[src/rtl/sgp_defs.svh]
`ifndef SGP_DEFS_SVH
`define SGP_DEFS_SVH

`define SGP_NPINS     16
`define SGP_NIRQ      8
`define SGP_IRQ_LO    8
`define SGP_WARM_CYC  3
`define SGP_AW        8
`define SGP_DW        32

`define SGP_OFF_DIR   8'h00
`define SGP_OFF_RSV   8'h04
`define SGP_OFF_OUT   8'h08
`define SGP_OFF_PIN   8'h0C
`define SGP_OFF_IEN   8'h10
`define SGP_OFF_ENA   8'h14
`define SGP_OFF_STS   8'h18
`define SGP_OFF_CLR   8'h1C

`define SGP_MASK_LSB  16
`define SGP_ENA_CE    0
`define SGP_ENA_MR    1

`define SGP_DIR_RST   16'h0000
`define SGP_DATA_RST  16'h0000
`define SGP_IEN_RST   8'h00
`define SGP_STS_RST   8'h00
`define SGP_ENA_RST   2'h2
`define SGP_ZERO32    32'h0000_0000

`endif

[src/rtl/sgp_pkg.sv]
package sgp_pkg;

    typedef enum logic [2:0] {
        sgp_reg_dir,
        sgp_reg_out,
        sgp_reg_pin,
        sgp_reg_ien,
        sgp_reg_ena,
        sgp_reg_sts,
        sgp_reg_clr,
        sgp_reg_none
    } sgp_reg_type;

endpackage

[src/rtl/sgp_pin_if.sv]
`timescale 1ns/10ps
`default_nettype none
`include "sgp_defs.svh"

interface sgp_pin_if;
    logic [`SGP_NPINS-1:0] pins_in;
    logic                  run;
    logic                  hold;
    logic [`SGP_NPINS-1:0] level;
    logic [`SGP_NIRQ-1:0]  change;

    modport sync (input pins_in, input run, input hold, output level, output change);
    modport core (output pins_in, output run, output hold, input level, input change);
endinterface

`default_nettype wire

[src/rtl/sgp_gpio.sv]
// Our own choice: the APB interface to the registers.
`timescale 1ns/10ps
`default_nettype none
`include "sgp_defs.svh"

module sgp_gpio (
    input  wire logic                  pclk,          // block clock, 250 MHz
    input  wire logic                  presetn,       // async reset, active low
    input  wire logic                  psel,          // apb select
    input  wire logic                  penable,       // apb access phase
    input  wire logic                  pwrite,        // apb direction
    input  wire logic [`SGP_AW-1:0]    paddr,         // apb byte address
    input  wire logic [`SGP_DW-1:0]    pwdata,        // apb write data
    output var  logic [`SGP_DW-1:0]    prdata,        // apb read data
    output var  logic                  pready,        // apb ready
    output var  logic                  pslverr,       // apb error
    input  wire logic [`SGP_NPINS-1:0] aux_pins_in,   // pin levels
    output var  logic [`SGP_NPINS-1:0] aux_pins_out,  // pin drive values
    output var  logic [`SGP_NPINS-1:0] aux_pins_oe_n, // low drives pin
    output var  logic                  irq            // level interrupt
);

    ////////////////////////////////////////////////////////////////////////
    // address decode

    function automatic sgp_pkg::sgp_reg_type sgp_decode(
        input logic [`SGP_AW-1:0] addr
    );
        sgp_pkg::sgp_reg_type sel;
        sel = sgp_pkg::sgp_reg_none;
        case ({addr[`SGP_AW-1:2], 2'b00})
            `SGP_OFF_DIR: sel = sgp_pkg::sgp_reg_dir;
            `SGP_OFF_OUT: sel = sgp_pkg::sgp_reg_out;
            `SGP_OFF_PIN: sel = sgp_pkg::sgp_reg_pin;
            `SGP_OFF_IEN: sel = sgp_pkg::sgp_reg_ien;
            `SGP_OFF_ENA: sel = sgp_pkg::sgp_reg_ena;
            `SGP_OFF_STS: sel = sgp_pkg::sgp_reg_sts;
            `SGP_OFF_CLR: sel = sgp_pkg::sgp_reg_clr;
            // reserved word answers with an error like any hole
            default:      sel = sgp_pkg::sgp_reg_none;
        endcase
        return sel;
    endfunction

    sgp_pkg::sgp_reg_type sel;
    logic                 acc;
    logic                 wr;
    logic                 rd_setup;
    logic                 rd_pin;

    assign sel      = sgp_decode(paddr);
    assign acc      = psel & penable;
    assign wr       = acc & pwrite;
    assign rd_setup = psel & ~penable & ~pwrite;
    assign rd_pin   = acc & ~pwrite & (sel == sgp_pkg::sgp_reg_pin);

    // zero wait states: read data is caught in the setup cycle
    assign pready  = 1'b1;
    assign pslverr = acc & (sel == sgp_pkg::sgp_reg_none);

    ////////////////////////////////////////////////////////////////////////
    // enable register: clock enable and hold reset, on presetn only

    logic [1:0] ena;
    logic [1:0] next_ena;
    logic       ce;
    logic       hold;
    logic       run;

    assign ce   = ena[`SGP_ENA_CE];
    assign hold = ena[`SGP_ENA_MR];
    assign run  = ce & ~hold;

    always_comb begin
        next_ena = ena;
        if (wr && sel == sgp_pkg::sgp_reg_ena) begin
            // reserved bits above are dropped
            next_ena = pwdata[1:0];
        end
    end

    always_ff @(posedge pclk or negedge presetn) begin
        if (!presetn) begin
            ena <= `SGP_ENA_RST;
        end else begin
            ena <= next_ena;
        end
    end

    ////////////////////////////////////////////////////////////////////////
    // pin input synchroniser and change detector

    sgp_pin_if pif ();

    assign pif.pins_in = aux_pins_in;
    assign pif.run     = run;
    assign pif.hold    = hold;

    sgp_pin_sync u_sync (
        .pclk    (pclk),
        .presetn (presetn),
        .pif     (pif)
    );

    ////////////////////////////////////////////////////////////////////////
    // block registers: held in reset by the hold bit, frozen without ce

    logic [`SGP_NPINS-1:0] dir;
    logic [`SGP_NPINS-1:0] next_dir;
    logic [`SGP_NPINS-1:0] out_mask;
    logic [`SGP_NPINS-1:0] next_out_mask;
    logic [`SGP_NPINS-1:0] out_data;
    logic [`SGP_NPINS-1:0] next_out_data;
    logic [`SGP_NIRQ-1:0]  ien;
    logic [`SGP_NIRQ-1:0]  next_ien;
    logic [`SGP_NPINS-1:0] wr_mask;
    logic [`SGP_NPINS-1:0] wr_data;

    assign wr_mask = pwdata[`SGP_DW-1:`SGP_MASK_LSB];
    assign wr_data = pwdata[`SGP_NPINS-1:0];

    always_comb begin
        next_dir      = dir;
        next_out_mask = out_mask;
        next_out_data = out_data;
        next_ien      = ien;
        if (hold) begin
            next_dir      = `SGP_DIR_RST;
            next_out_mask = `SGP_DATA_RST;
            next_out_data = `SGP_DATA_RST;
            next_ien      = `SGP_IEN_RST;
        end else if (run && wr) begin
            case (sel)
                sgp_pkg::sgp_reg_dir: begin
                    // direction alone, data untouched
                    next_dir = wr_data;
                end
                sgp_pkg::sgp_reg_out: begin
                    next_out_mask = wr_mask;
                    next_out_data = (out_data & ~wr_mask)
                                  | (wr_data & wr_mask);
                end
                sgp_pkg::sgp_reg_ien: begin
                    next_ien = pwdata[`SGP_NIRQ-1:0];
                end
                default: begin
                    next_dir = dir;
                end
            endcase
        end
    end

    always_ff @(posedge pclk or negedge presetn) begin
        if (!presetn) begin
            dir      <= `SGP_DIR_RST;
            out_mask <= `SGP_DATA_RST;
            out_data <= `SGP_DATA_RST;
            ien      <= `SGP_IEN_RST;
        end else begin
            dir      <= next_dir;
            out_mask <= next_out_mask;
            out_data <= next_out_data;
            ien      <= next_ien;
        end
    end

    // driver enable only; data pins always carry out_data
    assign aux_pins_out  = out_data;
    assign aux_pins_oe_n = ~dir;

    ////////////////////////////////////////////////////////////////////////
    // interrupt status: sticky, set wins over clear

    logic [`SGP_NIRQ-1:0] sts;
    logic [`SGP_NIRQ-1:0] next_sts;
    logic [`SGP_NIRQ-1:0] sts_clr;
    logic                 next_irq;

    always_comb begin
        sts_clr = '0;
        if (wr && sel == sgp_pkg::sgp_reg_clr) begin
            sts_clr = pwdata[`SGP_NIRQ-1:0];
        end
        if (rd_pin) begin
            sts_clr = '1;
        end
    end

    always_comb begin
        next_sts = sts;
        if (hold) begin
            next_sts = `SGP_STS_RST;
        end else if (run) begin
            next_sts = (sts & ~sts_clr) | pif.change;
        end else begin
            next_sts = sts & ~sts_clr;
        end
        next_irq = |(next_sts & next_ien);
    end

    always_ff @(posedge pclk or negedge presetn) begin
        if (!presetn) begin
            sts <= `SGP_STS_RST;
            irq <= 1'b0;
        end else begin
            sts <= next_sts;
            irq <= next_irq;
        end
    end

    ////////////////////////////////////////////////////////////////////////
    // read data, registered in the setup cycle

    logic [`SGP_DW-1:0] next_prdata;

    always_comb begin
        next_prdata = prdata;
        if (rd_setup) begin
            next_prdata = `SGP_ZERO32;
            case (sel)
                sgp_pkg::sgp_reg_dir: begin
                    next_prdata[`SGP_NPINS-1:0] = dir;
                end
                sgp_pkg::sgp_reg_out: begin
                    next_prdata = {out_mask, out_data};
                end
                sgp_pkg::sgp_reg_pin: begin
                    // upper half stays zero
                    next_prdata[`SGP_NPINS-1:0] = pif.level;
                end
                sgp_pkg::sgp_reg_ien: begin
                    next_prdata[`SGP_NIRQ-1:0] = ien;
                end
                sgp_pkg::sgp_reg_ena: begin
                    next_prdata[1:0] = ena;
                end
                sgp_pkg::sgp_reg_sts: begin
                    next_prdata[`SGP_NIRQ-1:0] = sts;
                end
                default: begin
                    next_prdata = `SGP_ZERO32;
                end
            endcase
        end
    end

    always_ff @(posedge pclk or negedge presetn) begin
        if (!presetn) begin
            prdata <= `SGP_ZERO32;
        end else begin
            prdata <= next_prdata;
        end
    end

endmodule

`default_nettype wire

[src/rtl/sgp_pin_sync.sv]
`timescale 1ns/10ps
`default_nettype none
`include "sgp_defs.svh"

module sgp_pin_sync (
    input  wire logic pclk,    // block clock
    input  wire logic presetn, // async reset, active low
    sgp_pin_if.sync   pif      // pins in, levels and changes out
);

    logic [`SGP_WARM_CYC-1:0] warm;
    logic [`SGP_WARM_CYC-1:0] next_warm;
    logic [`SGP_NIRQ-1:0]     prev;
    logic [`SGP_NIRQ-1:0]     next_prev;

    ////////////////////////////////////////////////////////////////////////
    genvar i;
    for (i = 0; i < `SGP_NPINS; i++) begin : g_pin
        logic meta;
        logic sync;
        logic held;
        logic next_meta;
        logic next_sync;
        logic next_held;

        // the two flops run free: gating ahead of them would put logic on the raw pin
        always_comb begin
            next_meta = pif.pins_in[i];
            next_sync = meta;
            next_held = held;
            if (pif.hold) begin
                next_held = 1'b0;
            end else if (pif.run) begin
                next_held = sync;
            end
        end

        always_ff @(posedge pclk or negedge presetn) begin
            if (!presetn) begin
                meta <= 1'b0;
                sync <= 1'b0;
                held <= 1'b0;
            end else begin
                meta <= next_meta;
                sync <= next_sync;
                held <= next_held;
            end
        end

        assign pif.level[i] = held;
    end

    ////////////////////////////////////////////////////////////////////////
    // edges are ignored until the pipe holds real samples, else the
    // flush under hold would look like a change on release
    always_comb begin
        next_warm = warm;
        next_prev = prev;
        if (pif.hold) begin
            next_warm = '0;
            next_prev = '0;
        end else if (pif.run) begin
            next_warm = {warm[`SGP_WARM_CYC-2:0], 1'b1};
            next_prev = pif.level[`SGP_NPINS-1:`SGP_IRQ_LO];
        end
    end

    always_ff @(posedge pclk or negedge presetn) begin
        if (!presetn) begin
            warm <= '0;
            prev <= '0;
        end else begin
            warm <= next_warm;
            prev <= next_prev;
        end
    end

    for (i = 0; i < `SGP_NIRQ; i++) begin : g_edge
        assign pif.change[i] = pif.run & warm[`SGP_WARM_CYC-1]
                             & (pif.level[`SGP_IRQ_LO+i] ^ prev[i]);
    end

endmodule

`default_nettype wire

[config.mk]
export PLATFORM = sky130hd
export DESIGN_NAME = sgp_gpio
export DESIGN_NICKNAME = d
export VERILOG_FILES = /design/src/rtl/sgp_pkg.sv /design/src/rtl/sgp_pin_if.sv /design/src/rtl/sgp_gpio.sv /design/src/rtl/sgp_pin_sync.sv
export VERILOG_INCLUDE_DIRS = /design/src /design/src/rtl
export SDC_FILE = /design/constraint.sdc
export NUM_CORES = 1
export LEC_CHECK = 0
export BUFFER_PORTS_ARGS = -buffer_cell sky130_fd_sc_hd__buf_2
export CORE_MARGIN = 3
export CORE_UTILIZATION = 45
export CTS_BUF_LIST = sky130_fd_sc_hd__clkbuf_4
export DETAILED_ROUTE_END_ITERATION = 12
export MAX_ROUTING_LAYER = met4
export PLACE_DENSITY_LB_ADDON = 0.05
export SLEW_MARGIN = 10
export SYNTH_ARGS = -nofsm -noshare
export SYNTH_HDL_FRONTEND = slang
export SYNTH_HIERARCHICAL = 1
export SYNTH_SLANG_ARGS = --single-unit
[constraint.sdc]
create_clock -name pclk -period 2.2 [get_ports pclk]
set_input_delay 0.11 -clock pclk [delete_from_list [all_inputs] [get_ports pclk]]
set_output_delay 0.11 -clock pclk [all_outputs]
set_load 0.02 [all_outputs]
======== Word-level counts from Yosys, hierarchy flattened ========
Index checks and enable logic that the tools add are counted.
word-level totals
  register bits ........................... 158
  bits in latches ......................... 0
  bits in writable memories ............... 0
  memory bits (read-only) ................. 0
  input port bits ......................... 61
  word-level logic and storage cells ...... 177
  memories ................................ 0
cells by class
  add/sub/neg operators ................... 0
  multiply operators ...................... 0
  div/mod/pow operators ................... 0
  order comparisons ....................... 0
  equal/unequal tests ..................... 13
  shifts and indexed selects .............. 0
  mux-type cells .......................... 57
  bitwise logic cells ..................... 37
  reductions and logical operators ........ 12
operator list
  operator              number
  $mux W16              10
  $mux W8               9
  $and A16 B16 Y16      2
  $mux W1               32
  $not A16 Y16          2
  $pmux W6 S5           1
  $eq A6 B3 Y1 const B  4
  $pmux W8 S3           1
  $pmux W3 S7           1
  $and A1 B1 Y1         17
  $and A8 B8 Y8         2
  $or A16 B16 Y16       1
  $eq A3 B3 Y1 const B  4
  $eq A6 B2 Y1 const B  2
  $pmux W2 S6           1
  $not A8 Y8            1
  $or A8 B8 Y8          1
  $reduce_bool A2 Y1    4
  $reduce_or A8 Y1      1
  $xor A1 B1 Y1         8
  $eq A3 B2 Y1 const B  2
  $logic_not A6 Y1      1
  $mux W3               2
  $reduce_and A2 Y1     2
  other kinds (4)       8

======== Logic depth before layout (Yosys ltp) ========
  depth after elaboration ................. 13
  mapped depth ............................ 9

======== Hierarchy ========
Netlist, hierarchy kept.
by module, submodules not included
  module        instances  cells an instance  area an instance (um^2)  seq. area each (um^2)
  sgp_gpio      1          450                4,657.0                  2,478.6
  sgp_pin_sync  1          152                2,132.0                  1,476.4

======== Worst setup path before layout ========
Ideal clock, no wire load.
  path kind ............................... reg2reg
  from .................................... register ena[1]
  to ...................................... register irq
  setup time .............................. 138 ps
  arrival time ............................ 1,919 ps
  data required time ...................... 2,062 ps
  path slack .............................. 142 ps
  stages on the path, launching flop included .. 10
  buffers on the path ..................... 1
  cells stage by stage .................... dfstp_2 > nor2b_1 > buf_6 > nand2_1 > nor2_1 > nand2_1 > nand2_1 > o2bb2ai_1 > o32ai_1 > or4_1
on the way
  longest elaborated chain between the ends .. 9
ends and longest elaborated chain
  item                         RTL line            RTL
  start, declared              sgp_gpio.sv:64      logic [1:0] ena;
  start signal, assigned       sgp_gpio.sv:84      ena <= `SGP_ENA_RST;
  start signal, assigned       sgp_gpio.sv:86      ena <= next_ena;
  $not A1 Y1                   sgp_gpio.sv:72      assign run = ce & ~hold;
  $and A1 B1 Y1                sgp_gpio.sv:72
  net pif.run                  sgp_pin_if.sv:7     logic run;
  $and A1 B1 Y1 (2 in series)  sgp_pin_sync.sv:79  assign pif.change[i] = pif.run & warm[`SGP_WARM_CYC-1]
  net pif.change[0]            sgp_pin_if.sv:10    logic [`SGP_NIRQ-1:0] change;
  $or A8 B8 Y8                 sgp_gpio.sv:194     next_sts = (sts & ~sts_clr) | pif.change;
  $mux W8                      sgp_gpio.sv:193     end else if (run) begin
  $mux W8                      sgp_gpio.sv:191     if (hold) begin
  $and A8 B8 Y8                sgp_gpio.sv:198     next_irq = |(next_sts & next_ien);
  $reduce_or A8 Y1             sgp_gpio.sv:198
  net next_irq                 sgp_gpio.sv:177     logic next_irq;
  end signal, assigned         sgp_gpio.sv:207     irq <= next_irq;
  end, declared                sgp_gpio.sv:20      output var logic irq
The timed path passes the listed nets, and every way through them passes these cells.
A chain may end at the register's enable or synchronous reset.

======== Worst setup path in the final report ========
  from .................................... register ena[1]
  to ...................................... register irq
on the way
  longest elaborated chain between the ends .. 9
ends and longest elaborated chain
  item                         RTL line
  $not A1 Y1                   sgp_gpio.sv:72
  $and A1 B1 Y1                sgp_gpio.sv:72
  $and A1 B1 Y1 (2 in series)  sgp_pin_sync.sv:79
  $or A8 B8 Y8                 sgp_gpio.sv:194
  $mux W8                      sgp_gpio.sv:193
  $mux W8                      sgp_gpio.sv:191
  $and A8 B8 Y8 *              sgp_gpio.sv:198
  $reduce_or A8 Y1 *           sgp_gpio.sv:198
  net next_irq                 sgp_gpio.sv:177
Mark *: on every way through the listed nets, which the timed path passes. The rest lies on a longest branch.

==> results.yml <==
synthesis:
  synth_flop_cell: "dfrtp_1"
  ys_warn_count: 6
  synth_area_um2: 6790
  synthCells: 602
  synth-edff-count: 0
  seq_area_frac_synth_pct: 58.3
  async_reset_ff_share_pct: 100
  synth_seq_cells: 158
  synth_cell_type_count: 47
  avgSynthCellArea_um2: 11.3
  syn_nets: 663
final_layout:
  nets: 819
  fillerInstances: 1260
  insertedDiodeCount: 0
  area_growth_pct: 22.9
  layout_common_cells: "dfrtp_1, buf_2, nand2_1"
  register_area_um2: 3960
  multi_input_area_um2: 2430
  drive_gt1_share_pct: 25.5
  finish.utilization_pct: 57.0
  final_common_cell: "dfrtp_1"
clock_network:
  clk_pin_slew_ns: 0.15
  clockRootBuffer: "clkbuf_4"
  clock_sinks: 158
  cts-buffers-inserted: 17
  htree_levels: 4
  tritoncts: "yes"
  clock_latency_ns: 0.55
  cts_max_path_buffers: 2
floorplanning:
  initial_core_util_pct: 46.4
  die_h_um: 129
  rows: 44
  core_area_um2: 14600
  die_area_um2: 16600
  io_pins: 128
  die_w_um: 129
global_routing:
  grt_pass1_wl_mm: 28.8
  overflow: 0
  grt_usage_pct: 23.4
  grt_pass1_vias: 5225
  grt_start_max_net_pins: 87
  antenna_found_initial: 0
detailed_routing:
  ant_nets: 0
  wl_mm: 18.4
  firstDrtPassIters: 6
  wl_per_cell_um: 19.3
  vias: 5281
  vias_per_cell: 5.54
  drcViolationCount: 0
  initialDrtViolationCount: 459
worst_setup_path:
  worstPathRequired_ns: 2.63
  cp_max_fo: 86
  end_kind: "flip-flop"
  critPathKind: "flip-flop to flip-flop"
  cp.arrival_ns: 2.51
  critPathLaunchType: "flip-flop"
sta:
  hold_violations: 0
  fin_skew_ns: 0.0209
  fin_crit_ns: 2.08
  tightest_slew_ns: 0.593
  maxSlewViolCount: 0
  max-slew-margin-rel_pct: 60.4
  hold-worst-slack_ns: 0.107
  setup_tns_ns: 0
  period_share_pct: 94.7
  rsz0062_at_grt: "no"
  fmax_ghz: 0.480
  setup_viol: 0
power_and_ir_drop:
  ir_worst_vdd_v: 0.000508
  total_power_w: 0.00668
  leakage_nw: 3.99
  p_per_area_nw_per_um2: 801
hold_path:
  hold_class: "input pin to asynchronous set/reset pin"
place:
  hpwl_mm: 12.3
  gp_congestion: 0.896
  io_buffers: 124
outcome:
  status: "finished clean"
run:
  drv_cap: 0
## cell usage after synthesis (3+ instances only)
library cell,n,share of area [%]
buf_2,8,0.59
nor2_1,51,2.8
buf_4,18,2.0
o32ai_1,4,0.52
nand2b_1,3,0.28
clkbuf_1,27,1.5
o21ai_0,26,1.9
a32o_1,15,2.2
a22o_1,22,2.8
o2bb2ai_1,8,1.0
mux2i_1,34,5.0
mux4_2,6,2.0
inv_1,20,1.1
xnor2_1,8,1.0
a31oi_1,7,0.65
nand3_1,5,0.37
nand2_1,81,4.5
o31ai_1,24,2.7
a21oi_1,16,1.2
o21ai_1,3,0.22
a222oi_1,8,1.2
nor2b_1,18,1.7
dfrtp_1,157,58
nand4_1,3,0.28
## power breakdown
group / internal [W] / switching, W / leakage, nW
clock: 0.000806 / 0.00107 / 0.161
combinational: 0.000541 / 0.000718 / 1.75
sequential: 0.00326 / 0.000287 / 2.08
## final timing paths
kind,start,end,slack [ns],cells after the start
worst max-delay path,ena[1],irq,0.12,5
worst min-delay path,presetn,prdata[23],0.11,2
worst max register to register,ena[1],irq,0.12,5
worst min register to register,u_sync/g_pin[9].meta,u_sync/g_pin[9].sync,0.36,0
max in group asynchronous,presetn,u_sync/warm[0],1.36,3
min in group pclk,paddr[2],ena[1],0.11,4
## metal layers
metal / wire, um / up-vias / GRT usage [%]
met2: 8280 / 210 / 32.9
met3: 1240 / 40 / 5.60
met1: 8310 / 2600 / 33.0
met5: 0 / - / -
li1: - / 2431 / -
met4: 537 / 0 / 9.08
## worst max-delay path: stages (launching register included)
cell     delay [ns]
dfstp_2        0.62
buf_16         0.34
nor2b_1        0.11
mux2i_1        0.25
o32ai_1        0.16
or4_1          0.48
## cell type report
class	count	area share (%)
Sequential cell	158	47.4
Clock buffer	17	1.53
Clock inverter	14	2.19
Timing Repair Buffer	195	16.1
Inverter	20	0.900
Tap cell	184	2.76
Multi-Input combinational cell	366	29.2
## state kept, by name (all words and copies together), names as in the netlist
name and cells:
prdata 32, aux_pins_out 16, dir 16, out_mask 16
u_sync/g_pin.held 16, u_sync/g_pin.meta 16, u_sync/g_pin.sync 16, ien 8
sts 8, u_sync/prev 8, u_sync/warm 3, ena 2
irq 1
## timing repair
action	4_1_cts	5_1_grt
hold buffers	49	0
resized for setup	0	3
hold endpoints to repair	186	0
setup buffers	0	0
endpoints found under the setup margin	0	1
## stage by stage
stage / cells / setup slack, ns / area [um^2]
CTS: 954 / 0.110 / 8330
detailed placement: 874 / 0.136 / 7530
global route: 954 / 0.00587 / 8350
floorplan: 602 / 0.142 / 6790
finish: 954 / 0.116 / 8350
global placement: 874 / 0.170 / 7530
## logic make-up (layout without fill, tap and decap cells)
logic type | count (synthesis) | count (layout) | share of synthesized area [%]
and+or+nand+nor | 180 | 180 | 12.6
muxes | 42 | 42 | 7.34
other | 1 | 1 | 0.0552
DFF | 158 | 158 | 58.3
xor gates and xnor gates | 8 | 8 | 1.03
AOI/OAI and AO/OA | 135 | 135 | 14.6
buffers and inverters | 78 | 246 | 6.16
(Power assumes the default switching activity.)
